File: src/rtl/stm_pkg.sv
// Purpose: Shared constants and carrier types for the standard timer block
// Assumes: Byte-wide register port, one system clock at 25 MHz
// Notes:   Register offsets are byte indices on the plain register port
package stm_pkg;

  // Register offsets on the plain port
  localparam logic [2:0] STM_ADDR_CTRL0 = 3'h0;  // Control 0
  localparam logic [2:0] STM_ADDR_CTRL1 = 3'h1;  // Control 1
  localparam logic [2:0] STM_ADDR_CNTL  = 3'h2;  // Counter low (buffered)
  localparam logic [2:0] STM_ADDR_CNTH  = 3'h3;  // Counter high
  localparam logic [2:0] STM_ADDR_CMPL  = 3'h4;  // Compare A low (buffered)
  localparam logic [2:0] STM_ADDR_CMPH  = 3'h5;  // Compare A high
  localparam logic [2:0] STM_ADDR_REMAP = 3'h6;  // Input pin remap
  localparam logic [2:0] STM_ADDR_PSEL  = 3'h7;  // Pin share selects

  // Field masks and reset values
  localparam logic [7:0] STM_REMAP_MASK = 8'h33;  // Implemented remap bits
  localparam logic [7:0] STM_PSEL_MASK  = 8'h0F;  // Implemented share bits
  localparam logic [7:0] STM_RST_BYTE   = 8'h00;  // Reset of every register

  // Counter clock selections
  localparam logic [2:0] STM_CK_SYS4  = 3'h0;
  localparam logic [2:0] STM_CK_SYS   = 3'h1;
  localparam logic [2:0] STM_CK_H16   = 3'h2;
  localparam logic [2:0] STM_CK_H64   = 3'h3;
  localparam logic [2:0] STM_CK_TBC0  = 3'h4;
  localparam logic [2:0] STM_CK_TBC1  = 3'h5;
  localparam logic [2:0] STM_CK_EXTR  = 3'h6;
  localparam logic [2:0] STM_CK_EXTF  = 3'h7;

  // Operating modes
  localparam logic [1:0] STM_MODE_CMP = 2'h0;
  localparam logic [1:0] STM_MODE_CAP = 2'h1;
  localparam logic [1:0] STM_MODE_PWM = 2'h2;
  localparam logic [1:0] STM_MODE_TMR = 2'h3;

  // Function select codes
  localparam logic [1:0] STM_IO_0 = 2'h0;
  localparam logic [1:0] STM_IO_1 = 2'h1;
  localparam logic [1:0] STM_IO_2 = 2'h2;
  localparam logic [1:0] STM_IO_3 = 2'h3;

  // Prescaler divide points
  localparam logic [5:0] STM_DIV4_MASK  = 6'h03;
  localparam logic [5:0] STM_DIV16_MASK = 6'h0F;
  localparam logic [5:0] STM_DIV64_MASK = 6'h3F;
  localparam logic [9:0] STM_CNT_ZERO   = 10'h000;

  // Register bus request
  typedef struct packed {
    logic [2:0] addr;
    logic [7:0] wdata;
    logic       wr;
    logic       rd;
  } stm_bus_type;

  // Control 0 layout
  typedef struct packed {
    logic       pause;
    logic [2:0] ck_sel;
    logic       on;
    logic [2:0] period;
  } stm_ctrl0_type;

  // Control 1 layout
  typedef struct packed {
    logic [1:0] mode;
    logic [1:0] io_sel;
    logic       init_lvl;
    logic       pol;
    logic       dpx;
    logic       cclr;
  } stm_ctrl1_type;

endpackage

File: src/rtl/stm_timer.sv
// Purpose: Standard timer with pin remap and buffered 10-bit access
// Assumes: Byte register port, read data one cycle after the strobe
// Notes:   Time-base and high-clock rates come in as enable pulses
//
// Function
// Clock pin from bit7, or bit6 when remapped
// Capture pin from bit6, or bit0 when remapped
// Two bits place interrupt pin on 5/2/3/7
// Unused remap bits read zero, ignore writes
// Timer, capture, compare, single pulse, PWM
// Match interrupts, may clear counter, drive pin
// Three-bit field selects counter clock source
// Comparators A and P interrupt separately
// External pin counts on chosen edge
// Capture on rising, falling or both
// Compare output sets, clears or toggles
// PWM waveform drives the true output
// Pin joins timer only when share selected
// High bytes direct, low via one buffer
// Compare low write fills buffer only
// Compare high write also copies buffer
// High read latches live low byte
// Low read returns the buffer
// Software writes low first, reads high first
// Clock code map: sys/4 to ext falling
// 10-bit counter, P on top three bits
// Inverted pin is inverse of true pin
// Rising on-bit clears counter to zero
// Each match pulses its request once
// Pins synchronised, each edge used once
`timescale 1ns/1ns
module stm_timer (
  input  wire logic       clk_i,
  input  wire logic       sys_rst_i,
  input  wire logic [2:0] addr_i,
  input  wire logic [7:0] wdata_i,
  input  wire logic       wr_i,
  input  wire logic       rd_i,
  output logic [7:0]      rdata_o,
  input  wire logic [7:0] port_a_i,
  input  wire logic       hclk_en_i,
  input  wire logic       tbc_en_i,
  output logic            irq_a_o,
  output logic            irq_p_o,
  output logic            ext_irq_o,
  output logic            timer_out_true_o,
  output logic            timer_out_true_oe_o,
  output logic            timer_out_inverted_o,
  output logic            timer_out_inverted_oe_o
);

  // All state of the timer
  typedef struct packed {
    stm_pkg::stm_ctrl0_type c0;
    stm_pkg::stm_ctrl1_type c1;
    logic [7:0]             remap;
    logic [7:0]             psel;
    logic [9:0]             cnt;
    logic [9:0]             cmp_a;
    logic [7:0]             lbuf;
    logic [7:0]             rdata;
    logic                   out;
    logic                   pulse_done;
    logic                   irq_a;
    logic                   irq_p;
    logic                   ext_irq;
    logic                   oe_t;
    logic                   oe_n;
    logic                   out_n;
  } stm_state_type;

  stm_state_type st;       // Registered state
  stm_state_type next_st;  // Next state
  stm_pkg::stm_bus_type bus;  // Bundled register request

  logic ck_pin;      // Remapped clock pin
  logic cap_pin;     // Remapped capture pin
  logic ck_rise;     // Synchronised clock edges
  logic ck_fall;
  logic cap_rise;    // Synchronised capture edges
  logic cap_fall;
  logic irq_level;   // Synchronised interrupt pin
  logic tick;        // Counter enable
  logic match_a;     // Comparator A equal
  logic match_p;     // Comparator P equal
  logic cap_hit;     // Selected capture edge
  logic [1:0] ext_sel;  // Interrupt pin selector
  logic [9:0] cnt_inc;  // Counter value one tick on

  assign bus = '{addr: addr_i, wdata: wdata_i, wr: wr_i, rd: rd_i};

  // Input remapping; remap bits 5 and 4 pick clock and capture pins
  assign ck_pin  = st.remap[5] ? port_a_i[6] : port_a_i[7];
  assign cap_pin = st.remap[4] ? port_a_i[0] : port_a_i[6];
  assign ext_sel = st.remap[1:0];

  // Clock pin synchroniser
  stm_sync u_ck_sync (
    .clk_i     (clk_i),
    .sys_rst_i (sys_rst_i),
    .pin_i     (ck_pin),
    .level_o   (),
    .rise_o    (ck_rise),
    .fall_o    (ck_fall)
  );

  // Capture pin synchroniser
  stm_sync u_cap_sync (
    .clk_i     (clk_i),
    .sys_rst_i (sys_rst_i),
    .pin_i     (cap_pin),
    .level_o   (),
    .rise_o    (cap_rise),
    .fall_o    (cap_fall)
  );

  // Interrupt pin placement, then synchronised
  logic ext_pin;
  always_comb begin
    case (ext_sel)
      stm_pkg::STM_IO_0: ext_pin = port_a_i[5];
      stm_pkg::STM_IO_1: ext_pin = port_a_i[2];
      stm_pkg::STM_IO_2: ext_pin = port_a_i[3];
      stm_pkg::STM_IO_3: ext_pin = port_a_i[7];
      default:           ext_pin = port_a_i[5];
    endcase
  end

  stm_sync u_irq_sync (
    .clk_i     (clk_i),
    .sys_rst_i (sys_rst_i),
    .pin_i     (ext_pin),
    .level_o   (irq_level),
    .rise_o    (),
    .fall_o    ()
  );

  // Counter clock source; paused or off timer ignores ticks downstream
  stm_prescale u_pre (
    .clk_i      (clk_i),
    .sys_rst_i  (sys_rst_i),
    .sel_i      (st.c0.ck_sel),
    .hclk_en_i  (hclk_en_i),
    .tbc_en_i   (tbc_en_i),
    .ext_rise_i (ck_rise & st.psel[0]),  // Pin counts only when shared in
    .ext_fall_i (ck_fall & st.psel[0]),
    .tick_o     (tick)
  );

  // Comparators: P on top three bits, A on all ten
  // They judge the value the next tick would load, so a clearing match replaces it:
  // the period is the compare value in ticks, and period zero wraps at full count
  assign cnt_inc = st.cnt + 10'h001;
  assign match_a = cnt_inc == st.cmp_a;
  assign match_p = (cnt_inc[9:7] == st.c0.period) & (cnt_inc[6:0] == 7'h00);

  // Capture edge choice
  always_comb begin
    case (st.c1.io_sel)
      stm_pkg::STM_IO_0: cap_hit = cap_rise;
      stm_pkg::STM_IO_1: cap_hit = cap_fall;
      stm_pkg::STM_IO_2: cap_hit = cap_rise | cap_fall;
      default:           cap_hit = 1'b0;
    endcase
  end

  // Main next-state process
  always_comb begin
    logic run;
    logic hit_a;
    logic hit_p;
    run     = 1'b0;
    hit_a   = 1'b0;
    hit_p   = 1'b0;
    next_st = st;
    run     = tick & st.c0.on & ~st.c0.pause;
    // A and P requests are one-cycle pulses
    next_st.irq_a   = 1'b0;
    next_st.irq_p   = 1'b0;
    next_st.ext_irq = irq_level;

    // Counting and match handling
    if (run) begin
      hit_a = match_a & (st.c1.mode != stm_pkg::STM_MODE_CAP);
      hit_p = match_p;
      next_st.irq_a = hit_a;
      next_st.irq_p = hit_p;
      if ((st.c1.cclr & hit_a) | (~st.c1.cclr & hit_p)) begin
        next_st.cnt = stm_pkg::STM_CNT_ZERO;  // Match clears counter
      end else begin
        next_st.cnt = cnt_inc;
      end
    end

    // Capture mode latches the counter into compare A
    if (st.c1.mode == stm_pkg::STM_MODE_CAP && st.c0.on && cap_hit && st.psel[1]) begin
      next_st.cmp_a = st.cnt;
      next_st.irq_a = 1'b1;
    end

    // Output pin behaviour per mode
    case (st.c1.mode)
      stm_pkg::STM_MODE_CMP: begin
        if (hit_a) begin
          case (st.c1.io_sel)
            stm_pkg::STM_IO_1: next_st.out = 1'b0;
            stm_pkg::STM_IO_2: next_st.out = 1'b1;
            stm_pkg::STM_IO_3: next_st.out = ~st.out;
            default:           next_st.out = st.out;
          endcase
        end
      end
      stm_pkg::STM_MODE_PWM: begin
        case (st.c1.io_sel)
          stm_pkg::STM_IO_0: next_st.out = ~st.c1.init_lvl;
          stm_pkg::STM_IO_1: next_st.out = st.c1.init_lvl;
          stm_pkg::STM_IO_2: begin
            // Active until A match, inactive to period end
            if (hit_p) begin
              next_st.out = st.c1.init_lvl;
            end else if (hit_a) begin
              next_st.out = ~st.c1.init_lvl;
            end
          end
          default: begin
            // Single pulse ends at A match
            if (hit_a && !st.pulse_done) begin
              next_st.out        = ~st.c1.init_lvl;
              next_st.pulse_done = 1'b1;
            end
          end
        endcase
      end
      default: next_st.out = st.out;  // Capture and timer hold the pin
    endcase

    // Register port writes
    if (bus.wr) begin
      case (bus.addr)
        stm_pkg::STM_ADDR_CTRL0: begin
          next_st.c0 = stm_pkg::stm_ctrl0_type'(bus.wdata);
          if (bus.wdata[3] && !st.c0.on) begin
            next_st.cnt        = stm_pkg::STM_CNT_ZERO;  // Off-to-on clears
            next_st.out        = st.c1.init_lvl;
            next_st.pulse_done = 1'b0;
          end
        end
        stm_pkg::STM_ADDR_CTRL1: next_st.c1 = stm_pkg::stm_ctrl1_type'(bus.wdata);
        stm_pkg::STM_ADDR_CMPL:  next_st.lbuf = bus.wdata;  // Buffer only
        stm_pkg::STM_ADDR_CMPH:  next_st.cmp_a = {bus.wdata[1:0], st.lbuf};
        stm_pkg::STM_ADDR_REMAP: next_st.remap = bus.wdata & stm_pkg::STM_REMAP_MASK;
        stm_pkg::STM_ADDR_PSEL:  next_st.psel = bus.wdata & stm_pkg::STM_PSEL_MASK;
        default:                 next_st.c0 = next_st.c0;  // Counter is read only
      endcase
    end

    // Register port reads, data valid next cycle
    next_st.rdata = stm_pkg::STM_RST_BYTE;
    if (bus.rd) begin
      case (bus.addr)
        stm_pkg::STM_ADDR_CTRL0: next_st.rdata = st.c0;
        stm_pkg::STM_ADDR_CTRL1: next_st.rdata = st.c1;
        stm_pkg::STM_ADDR_CNTL:  next_st.rdata = st.lbuf;
        stm_pkg::STM_ADDR_CNTH: begin
          next_st.rdata = {6'h00, st.cnt[9:8]};
          next_st.lbuf  = st.cnt[7:0];
        end
        stm_pkg::STM_ADDR_CMPL:  next_st.rdata = st.lbuf;
        stm_pkg::STM_ADDR_CMPH: begin
          next_st.rdata = {6'h00, st.cmp_a[9:8]};
          next_st.lbuf  = st.cmp_a[7:0];
        end
        stm_pkg::STM_ADDR_REMAP: next_st.rdata = st.remap;  // Reserved bits zero
        stm_pkg::STM_ADDR_PSEL:  next_st.rdata = st.psel;
        default:                 next_st.rdata = stm_pkg::STM_RST_BYTE;
      endcase
    end

    // Pins driven only when share selects the timer
    next_st.oe_t  = st.psel[2] && st.c0.on && (st.c1.mode != stm_pkg::STM_MODE_TMR);
    next_st.oe_n  = st.psel[3] && st.c0.on && (st.c1.mode != stm_pkg::STM_MODE_TMR);
    next_st.out_n = ~next_st.out;
  end

  // State register
  always_ff @(posedge clk_i or posedge sys_rst_i) begin
    if (sys_rst_i) begin
      st <= '0;
      st.out_n <= 1'b1;
    end else begin
      st <= next_st;
    end
  end

  // Registered outputs
  assign rdata_o                 = st.rdata;
  assign irq_a_o                 = st.irq_a;
  assign irq_p_o                 = st.irq_p;
  assign ext_irq_o               = st.ext_irq;
  assign timer_out_true_o        = st.out;
  assign timer_out_true_oe_o     = st.oe_t;
  assign timer_out_inverted_o    = st.out_n;
  assign timer_out_inverted_oe_o = st.oe_n;

  // Inverted pin always opposes the true pin
  pin_inverse_a: assert property (@(posedge clk_i) disable iff (sys_rst_i)
    timer_out_inverted_o == ~timer_out_true_o) else $error("inverted pin not inverse");

  // Request lasts one cycle
  irq_pulse_a: assert property (@(posedge clk_i) disable iff (sys_rst_i)
    irq_a_o |=> !irq_a_o || $past(cap_hit)) else $error("compare A request too long");

  // Period request one cycle
  period_pulse_a: assert property (@(posedge clk_i) disable iff (sys_rst_i)
    irq_p_o |=> !irq_p_o) else $error("period request too long");

  // Remap reads keep reserved bits zero
  remap_zero_a: assert property (@(posedge clk_i) disable iff (sys_rst_i)
    (rd_i && addr_i == stm_pkg::STM_ADDR_REMAP) |=> (rdata_o & 8'hCC) == 8'h00)
    else $error("reserved remap bits set");

  // Compare low write leaves compare value
  cmp_low_a: assert property (@(posedge clk_i) disable iff (sys_rst_i)
    (wr_i && addr_i == stm_pkg::STM_ADDR_CMPL && st.c1.mode != stm_pkg::STM_MODE_CAP)
    |=> st.cmp_a == $past(st.cmp_a)) else $error("low write changed compare");

  // High write merges buffer
  cmp_high_a: assert property (@(posedge clk_i) disable iff (sys_rst_i)
    (wr_i && addr_i == stm_pkg::STM_ADDR_CMPH) |=> st.cmp_a[7:0] == $past(st.lbuf))
    else $error("high write lost buffer");

  // High read then low read returns latched low
  cnt_read_a: assert property (@(posedge clk_i) disable iff (sys_rst_i)
    (rd_i && addr_i == stm_pkg::STM_ADDR_CNTH) ##1 (rd_i && addr_i == stm_pkg::STM_ADDR_CNTL && !wr_i)
    |=> rdata_o == $past(st.cnt[7:0], 2)) else $error("low byte not latched");

  // Turning on clears the counter
  on_clear_a: assert property (@(posedge clk_i) disable iff (sys_rst_i)
    (wr_i && addr_i == stm_pkg::STM_ADDR_CTRL0 && wdata_i[3] && !st.c0.on)
    |=> st.cnt == stm_pkg::STM_CNT_ZERO) else $error("counter not cleared");

  // Clearing match on A restarts the count
  match_clear_a: assert property (@(posedge clk_i) disable iff (sys_rst_i)
    (tick && st.c0.on && !st.c0.pause && st.c1.cclr && match_a && st.c1.mode != stm_pkg::STM_MODE_CAP)
    |=> st.cnt == stm_pkg::STM_CNT_ZERO) else $error("match did not clear counter");

  // Stopped counter keeps its value
  off_hold_a: assert property (@(posedge clk_i) disable iff (sys_rst_i)
    (!st.c0.on && !(wr_i && addr_i == stm_pkg::STM_ADDR_CTRL0)) |=> $stable(st.cnt))
    else $error("stopped counter moved");

endmodule

File: src/rtl/stm_sync.sv
// Purpose: Three-stage pin synchroniser with edge pulses
// Assumes: Input is asynchronous to clk_i
// Notes:   Edges are judged on stages two and three only
`timescale 1ns/1ns
module stm_sync (
  input  wire logic clk_i,
  input  wire logic sys_rst_i,
  input  wire logic pin_i,
  output logic      level_o,
  output logic      rise_o,
  output logic      fall_o
);

  // All state of the synchroniser
  typedef struct packed {
    logic s1;
    logic s2;
    logic s3;
    logic rise;
    logic fall;
  } stm_sync_type;

  stm_sync_type st;       // Registered state
  stm_sync_type next_st;  // Next state

  // Shift chain; stage one feeds stage two only
  always_comb begin
    next_st      = st;
    next_st.s1   = pin_i;
    next_st.s2   = st.s1;
    next_st.s3   = st.s2;
    next_st.rise = st.s2 & ~st.s3;  // One pulse per edge
    next_st.fall = ~st.s2 & st.s3;
  end

  // State register
  always_ff @(posedge clk_i or posedge sys_rst_i) begin
    if (sys_rst_i) begin
      st <= '0;
    end else begin
      st <= next_st;
    end
  end

  assign level_o = st.s3;
  assign rise_o  = st.rise;
  assign fall_o  = st.fall;

endmodule

File: src/rtl/stm_prescale.sv
// Purpose: Counter clock enable generator
// Assumes: Time-base and high-clock ticks arrive as clk_i enables
// Notes:   Every slower rate is a one-cycle enable pulse
`timescale 1ns/1ns
module stm_prescale (
  input  wire logic       clk_i,
  input  wire logic       sys_rst_i,
  input  wire logic [2:0] sel_i,
  input  wire logic       hclk_en_i,
  input  wire logic       tbc_en_i,
  input  wire logic       ext_rise_i,
  input  wire logic       ext_fall_i,
  output logic            tick_o
);

  // All state of the prescaler
  typedef struct packed {
    logic [5:0] sys_div;
    logic [5:0] h_div;
    logic       tick;
  } stm_pre_type;

  stm_pre_type st;       // Registered state
  stm_pre_type next_st;  // Next state

  // Divider chains and source mux
  always_comb begin
    next_st         = st;
    next_st.sys_div = st.sys_div + 6'h01;
    if (hclk_en_i) begin
      next_st.h_div = st.h_div + 6'h01;
    end
    case (sel_i)
      stm_pkg::STM_CK_SYS4: next_st.tick = (st.sys_div & stm_pkg::STM_DIV4_MASK) == stm_pkg::STM_DIV4_MASK;
      stm_pkg::STM_CK_SYS:  next_st.tick = 1'b1;
      stm_pkg::STM_CK_H16:  next_st.tick = hclk_en_i &
                                ((st.h_div & stm_pkg::STM_DIV16_MASK) == stm_pkg::STM_DIV16_MASK);
      stm_pkg::STM_CK_H64:  next_st.tick = hclk_en_i & (st.h_div == stm_pkg::STM_DIV64_MASK);
      stm_pkg::STM_CK_TBC0,
      stm_pkg::STM_CK_TBC1: next_st.tick = tbc_en_i;
      stm_pkg::STM_CK_EXTR: next_st.tick = ext_rise_i;  // Event counting
      stm_pkg::STM_CK_EXTF: next_st.tick = ext_fall_i;
      default:              next_st.tick = 1'b0;
    endcase
  end

  // State register
  always_ff @(posedge clk_i or posedge sys_rst_i) begin
    if (sys_rst_i) begin
      st <= '0;
    end else begin
      st <= next_st;
    end
  end

  assign tick_o = st.tick;

endmodule

File: config.mk
export PLATFORM = sky130hd
export DESIGN_NAME = stm_timer
export DESIGN_NICKNAME = d
export VERILOG_FILES = /design/src/rtl/stm_pkg.sv /design/src/rtl/stm_timer.sv /design/src/rtl/stm_sync.sv /design/src/rtl/stm_prescale.sv
export SDC_FILE = /design/constraint.sdc
export NUM_CORES = 1
export LEC_CHECK = 0
export BUFFER_PORTS_ARGS = -buffer_cell sky130_fd_sc_hd__clkbuf_2
export CORE_AREA = 2 2 97 99
export CTS_BUF_LIST = sky130_fd_sc_hd__clkbuf_4 sky130_fd_sc_hd__clkbuf_8
export CTS_CLUSTER_DIAMETER = 120
export DETAILED_ROUTE_END_ITERATION = 7
export DIE_AREA = 0 0 99 101
export HOLD_SLACK_MARGIN = 0.02
export MAX_ROUTING_LAYER = met4
export PLACE_DENSITY_LB_ADDON = 0.05
export SETUP_SLACK_MARGIN = 0.02
export SLEW_MARGIN = 20
export SYNTH_ARGS = -nofsm -noshare
export SYNTH_HDL_FRONTEND = slang
export SYNTH_SLANG_ARGS = --single-unit
File: constraint.sdc
create_clock -name clk_i -period 4.8 [get_ports clk_i]
set_clock_uncertainty 0.1 [all_clocks]
set_input_delay 1.44 -clock clk_i [delete_from_list [all_inputs] [get_ports clk_i]]
set_output_delay 1.44 -clock clk_i [all_outputs]
set_load 0.01 [all_outputs]
; ---- After elaboration in Yosys (flattened, before gate mapping)
; Cells that the tools add are included.
[totals]
reg_bits = 94
out_inout_bits = 15
[classes]
add_sub_neg = 3
eq_ne = 29
mux = 32
bitwise_logic = 25
n_reduce_logical = 24
[ops]
columns = operator, n
row1 = 2-to-1 mux 10 bit, 6
row2 = case mux 8 bit (7 select lines), 1
row3 = 2-to-1 mux 28 bit, 1
row4 = "equality test 3 bit, second input constant", 8
row5 = 2-to-1 mux 16 bit, 1
row6 = case mux 8 bit (2 select lines), 1
row7 = AND 1 bit, 14
row8 = "adder 6 x 1 -> 6 bit, second input constant", 2
row9 = "equality test 2 bit, second input constant", 6
row10 = "equality test 3 x 2 -> 1 bit, second input constant", 4
row11 = "adder 10 x 1 -> 10 bit, second input constant", 1
row12 = equality test 10 bit, 1
row13 = 2-to-1 mux 1 bit, 10
row14 = 2-to-1 mux 2 bit, 5
row15 = logical AND 1 bit, 9
row16 = inverter 1 bit, 9
row17 = case mux 1 bit (3 select lines), 3
row18 = 2-to-1 mux 8 bit, 1
row19 = AND reduction 2 bit, 4
row20 = logical NOT 7 bit, 1
row21 = case mux 1 bit (7 select lines), 1
row22 = "equality test 2 x 1 -> 1 bit, second input constant", 3
row23 = "equality test 3 x 1 -> 1 bit, second input constant", 2
row24 = "equality test 6 bit, second input constant", 1
row25 = other kinds (12), 18

; ---- Depth between registers and ports, before layout
[depth]
depth_word = 12
depth_mapped = 10

; ---- By module
; Synthesis repeated with hierarchy kept, for this count alone.
[unflattened]
hier_cells = 488
area_unflattened_um2 = 5063.6
[modules_own_cells]
columns = module, instances, cells_each, area_each_um2, seq_area_each_um2
row1 = stm_timer, 1, 435, 4242.8, 1702.9
row2 = stm_sync, 3, 8, 143.9, 125.1
row3 = stm_prescale, 1, 29, 389.1, 225.2

; ---- Worst setup path after synthesis
; No wires, ideal clock.
[synth_timing]
path_kind = in2reg
from = in addr_i[1]
to = reg st, in the netlist timer_out_inverted_o
setup_ns = 0.080
arrival_time_ns = 3.188
required_time_ns = 4.620
setup_slack_ns = 1.433
stages = 9
cell_sequence = clkbuf_1 or2_2 clkbuf_1 nor3b_1 clkbuf_1 nand3b_1 nor2_1 or4b_2 o22a_1
[synth_rtl]
columns = item, line_no
row1 = "start, declared", stm_timer.sv:35  ; input wire logic [2:0] addr_i,
row2 = "end signal, assigned", stm_timer.sv:291  ; st <= next_st;
row3 = "end, declared", stm_timer.sv:72  ; stm_state_type st;

==> flow_summary.rst <==
.. list-table::
   :header-rows: 1

   * - Metric
     - Value
   * - Area share of and/or/nand/nor cells after synthesis
     - 0.157
   * - Number of vias per cell after detailed routing
     - 5.70
   * - Worst Max-Slew Pin Slew
     - 0.720 ns
   * - Ratio of final minimum period to clock period
     - 0.725
   * - Floorplan core area
     - 0.00898 mm2
   * - Number of stages on the worst hold path
     - 0
   * - Pwr per Cell Area
     - 444 mW/mm2
   * - Internal power summed over all cells
     - 1530 uW
   * - Worst setup path category
     - input port to register
   * - Cell type with the highest aggregate area in the netlist
     - sky130_fd_sc_hd__dfrtp_1
   * - Arrival time at the worst endpoint
     - 3.69 ns
   * - Switch Pwr
     - 763 uW
   * - Commonest register cell after synthesis
     - sky130_fd_sc_hd__dfrtp_1
   * - Number of placed instances with taps included
     - 582
   * - I/O Buffers
     - 37
   * - Mean instance size in the synthesized netlist
     - 10.3 um2
   * - Element type at the critical path start
     - input port
   * - Leftover overflow at the end of global routing
     - 0
   * - TritonCTS clock tree
     - built
   * - Synth async-reset ratio
     - 1.00
   * - Register bit count reported by yosys
     - 90
   * - Violation count after the first detailed-route iteration
     - 122
   * - Number of nets in the synthesized netlist
     - 495
   * - Worst-case clock buffer depth
     - 2
   * - Cts-stage hold buffer count
     - 0
   * - Final worst slack
     - 1.32 ns
   * - Skew-Pair Late Insertion Delay
     - 0.37 ns
   * - Max-cap check violation count
     - 0
   * - Minimum clock period
     - 3.48 ns
   * - Fraction of final layout cells with drive strength greater than 1
     - 0.202
   * - Sequential share of power
     - 0.504
   * - Min-delay src
     - u_irq_sync.next_st[3]$_DFF_PP0_
   * - Via count of the first global-routing pass
     - 3212
   * - Number of enable flip-flop cells after synthesis
     - 0
   * - Post-detailed-placement cell area
     - 0.00495 mm2
   * - CTS clock-pin slew for the worst setup and hold paths
     - 0.10 ns
   * - Outcome
     - finished clean
   * - Area fraction of the dominant cell type after synthesis
     - 0.466
   * - Via count
     - 3400
   * - Count of final max-slew check failures
     - 0
   * - End of the worst register-to-register path
     - timer_out_inverted_o$_DFF_PP1_
   * - Pre-CTS worst setup slack
     - 0.950 ns
   * - Horiz. Die Dim
     - 99 um
   * - Worst-case headroom to the max-slew limit
     - 0.520
   * - Share of the yosys chip area belonging to registers
     - 0.472
   * - Total of warnings raised by yosys
     - 0
   * - GP Congestion
     - 0.904
   * - Wire length reported by the detailed router
     - 10800 um
   * - Part of the total power dissipated in combinational logic
     - 0.240
   * - Cell area after synthesis
     - 0.00478 mm2
   * - Max FO, Critical Path
     - 24
   * - Area of the die
     - 0.0100 mm2
   * - Die height
     - 101 um
   * - Compound-Gate Fraction of Synth Area
     - 0.115
   * - Proportion of total power due to net switching
     - 0.332
   * - Number of setup violations in the final report
     - 0
   * - Top post-synthesis cells by area
     - sky130_fd_sc_hd__dfrtp_1, sky130_fd_sc_hd__mux2_2, sky130_fd_sc_hd__mux2i_1
   * - Multiplexer share of the synthesized area
     - 0.125
   * - Number of detailed-route iterations in the first pass
     - 4
   * - GR Util All Layers
     - 0.234
   * - Dominant combinational cell family by area after synthesis
     - simple AND/OR/NAND/NOR gates
   * - Hold_ws
     - 0.254 ns
   * - Startpoint of the worst-slack reg-to-reg timing path
     - st[34]$_DFF_PP0_
   * - Cell count after synthesis
     - 466
   * - Clock share of power
     - 0.257
   * - Layout area overhead
     - 8.25%
   * - Number of diodes added for antenna fixing
     - 0
   * - # nets final
     - 511
   * - Deepest level of the CTS H-tree
     - 3
   * - Number of distinct library cells after synthesis
     - 58
   * - Routed Antenna Nets
     - 0
   * - Count leader, synth
     - sky130_fd_sc_hd__dfrtp_1
   * - TritonCTS buffer count
     - 9
   * - Post-route cell area
     - 0.00517 mm2
   * - RSZ-0062 raised after global routing
     - no
   * - Xor/xnor share of the synthesized area
     - 0.0623
   * - Largest vdd supply drop
     - 0.227 mV
   * - Pin count of the biggest net entering global routing
     - 33
   * - # rows
     - 35
   * - Slack of the worst reg-to-reg path
     - 1.45 ns
   * - Non-filler cells, final
     - 597
   * - Summed negative setup slack over all endpoints
     - 0 ns
   * - Fmax
     - 287 MHz
   * - Synth Area in Adders
     - 0.0189
   * - Wire length of the first global-routing pass
     - 17500 um
   * - Setup Fix Bufs, Post-CTS
     - 0
   * - WP data required
     - 5.01 ns
   * - Final hold violation count
     - 0
   * - Number of antenna violations at the first check in global routing
     - 0
   * - Effective utilization at floorplan
     - 0.532
   * - Hold Path Class
     - register to register
   * - Top cells by instance count after synthesis
     - sky130_fd_sc_hd__dfrtp_1, sky130_fd_sc_hd__nor2_1, sky130_fd_sc_hd__nand2_1
   * - Hold EP
     - u_irq_sync.next_st[2]$_DFF_PP0_
   * - I/O pin cnt
     - 40
   * - Per-cell routed wire length
     - 18.0 um
   * - Number of cells traversed by the worst register-to-register path
     - 9
   * - HPWL Detailed
     - 7710 um
   * - Count of unresolved DRC violations after routing
     - 0
   * - Quantity of gates resized following cts
     - 0
   * - Setup crit end kind
     - register
   * - Buffer type at the clock tree root
     - sky130_fd_sc_hd__clkbuf_8
   * - P_leak
     - 0.00224 uW
   * - Number of sinks handled by clock tree synthesis
     - 90
-- registers in the layout (all words and copies together) (netlist names), 2 cells and up --
name,count
st,51
rdata_o,8
u_pre.st,8
ext_sel,2
u_cap_sync.next_st,2
u_ck_sync.next_st,2
u_irq_sync.next_st,2
-- cells by family after synthesis --
| kind of cell | after synthesis |
|---|---|
| simple gates | 146 |
| flops | 90 |
| compound gates | 85 |
| mux | 55 |
| buf+inv | 48 |
| xor+xnor | 34 |
| fa+ha+maj | 8 |
-- worst max path at each step --
| stage | start | end | cells after the start |
|---|---|---|---|
| 6_report | addr_i[1] | timer_out_inverted_o$_DFF_PP1_ | 8 |
| 5_1_grt | addr_i[1] | timer_out_inverted_o$_DFF_PP1_ | 8 |
| 4_1_cts | addr_i[1] | timer_out_inverted_o$_DFF_PP1_ | 8 |
| 3_5_place_dp | addr_i[1] | timer_out_inverted_o$_DFF_PP1_ | 8 |
| 3_3_place_gp | addr_i[1] | timer_out_inverted_o$_DFF_PP1_ | 8 |
| 2_1_floorplan | sys_rst_i | ext_irq_o$_DFF_PP0_ | 1 |
-- power groups by stage --
stage	combinational, uW	sequential (uW)	clock (uW)
after floorplan	485	1070	0
after global placement	539	1160	0
after detailed placement	550	1170	0
after CTS	554	1150	599
after global routing	621	1180	632
final	550	1160	589
-- stage by stage --
| stage | total power (uW) | util |
|---|---|---|
| after floorplan | 1560 | - |
| after global placement | 1700 | 0.551 |
| after detailed placement | 1720 | 0.551 |
| after CTS | 2310 | 0.576 |
| after global routing | 2440 | 0.576 |
| final | 2300 | 0.576 |
-- routing by layer --
metal,global-route usage,share of wire
met1,0.335,0.49
met2,0.351,0.47
met3,0.0284,0.025
met4,0.0727,0.013
met5,-,0
-- worst max-delay path, stage by stage --
cell and delay, ns:
sky130_fd_sc_hd__clkbuf_2 0.28, sky130_fd_sc_hd__or2_2 0.45, sky130_fd_sc_hd__nor3b_1 0.55, sky130_fd_sc_hd__buf_4 0.27, sky130_fd_sc_hd__and3b_1 0.26, sky130_fd_sc_hd__a211oi_1 0.07
sky130_fd_sc_hd__o311a_1 0.14, sky130_fd_sc_hd__o22a_1 0.21
-- cell type report --
type / instances / area, um2
well taps: 111 / 139
multi-input cells: 328 / 2280
flip-flops and latches: 90 / 2250
clock buffers: 10 / 138
fillers: 794 / 3810
inverters: 10 / 40.0
repair buffers: 43 / 230
clock inverters: 5 / 86.3
-- cell usage in the layout, fill, tap and decap left out, types with 3 or more instances in the layout --
master and n:
sky130_fd_sc_hd__mux2i_1 27, sky130_fd_sc_hd__nor4_1 4, sky130_fd_sc_hd__clkbuf_8 10, sky130_fd_sc_hd__nor2_1 47, sky130_fd_sc_hd__a21oi_1 22, sky130_fd_sc_hd__xor2_1 15, sky130_fd_sc_hd__dfrtp_1 89, sky130_fd_sc_hd__or2_2 3
sky130_fd_sc_hd__mux2_2 27, sky130_fd_sc_hd__a21boi_0 3, sky130_fd_sc_hd__nand3_1 10, sky130_fd_sc_hd__nor3_1 3, sky130_fd_sc_hd__o21ai_0 26, sky130_fd_sc_hd__ha_1 4, sky130_fd_sc_hd__buf_4 6, sky130_fd_sc_hd__nor3b_1 3
sky130_fd_sc_hd__o311a_1 3, sky130_fd_sc_hd__and2_1 7, sky130_fd_sc_hd__inv_1 8, sky130_fd_sc_hd__and3_1 5, sky130_fd_sc_hd__nand2_1 36, sky130_fd_sc_hd__o22ai_1 3, sky130_fd_sc_hd__a211oi_1 3, sky130_fd_sc_hd__a22o_1 8
sky130_fd_sc_hd__maj3_1 4, sky130_fd_sc_hd__clkbuf_2 37, sky130_fd_sc_hd__nor2b_1 8, sky130_fd_sc_hd__and3b_1 3, sky130_fd_sc_hd__nand4_1 5, sky130_fd_sc_hd__xnor2_1 19
No activity file was read; power rests on OpenSTA's default activity.
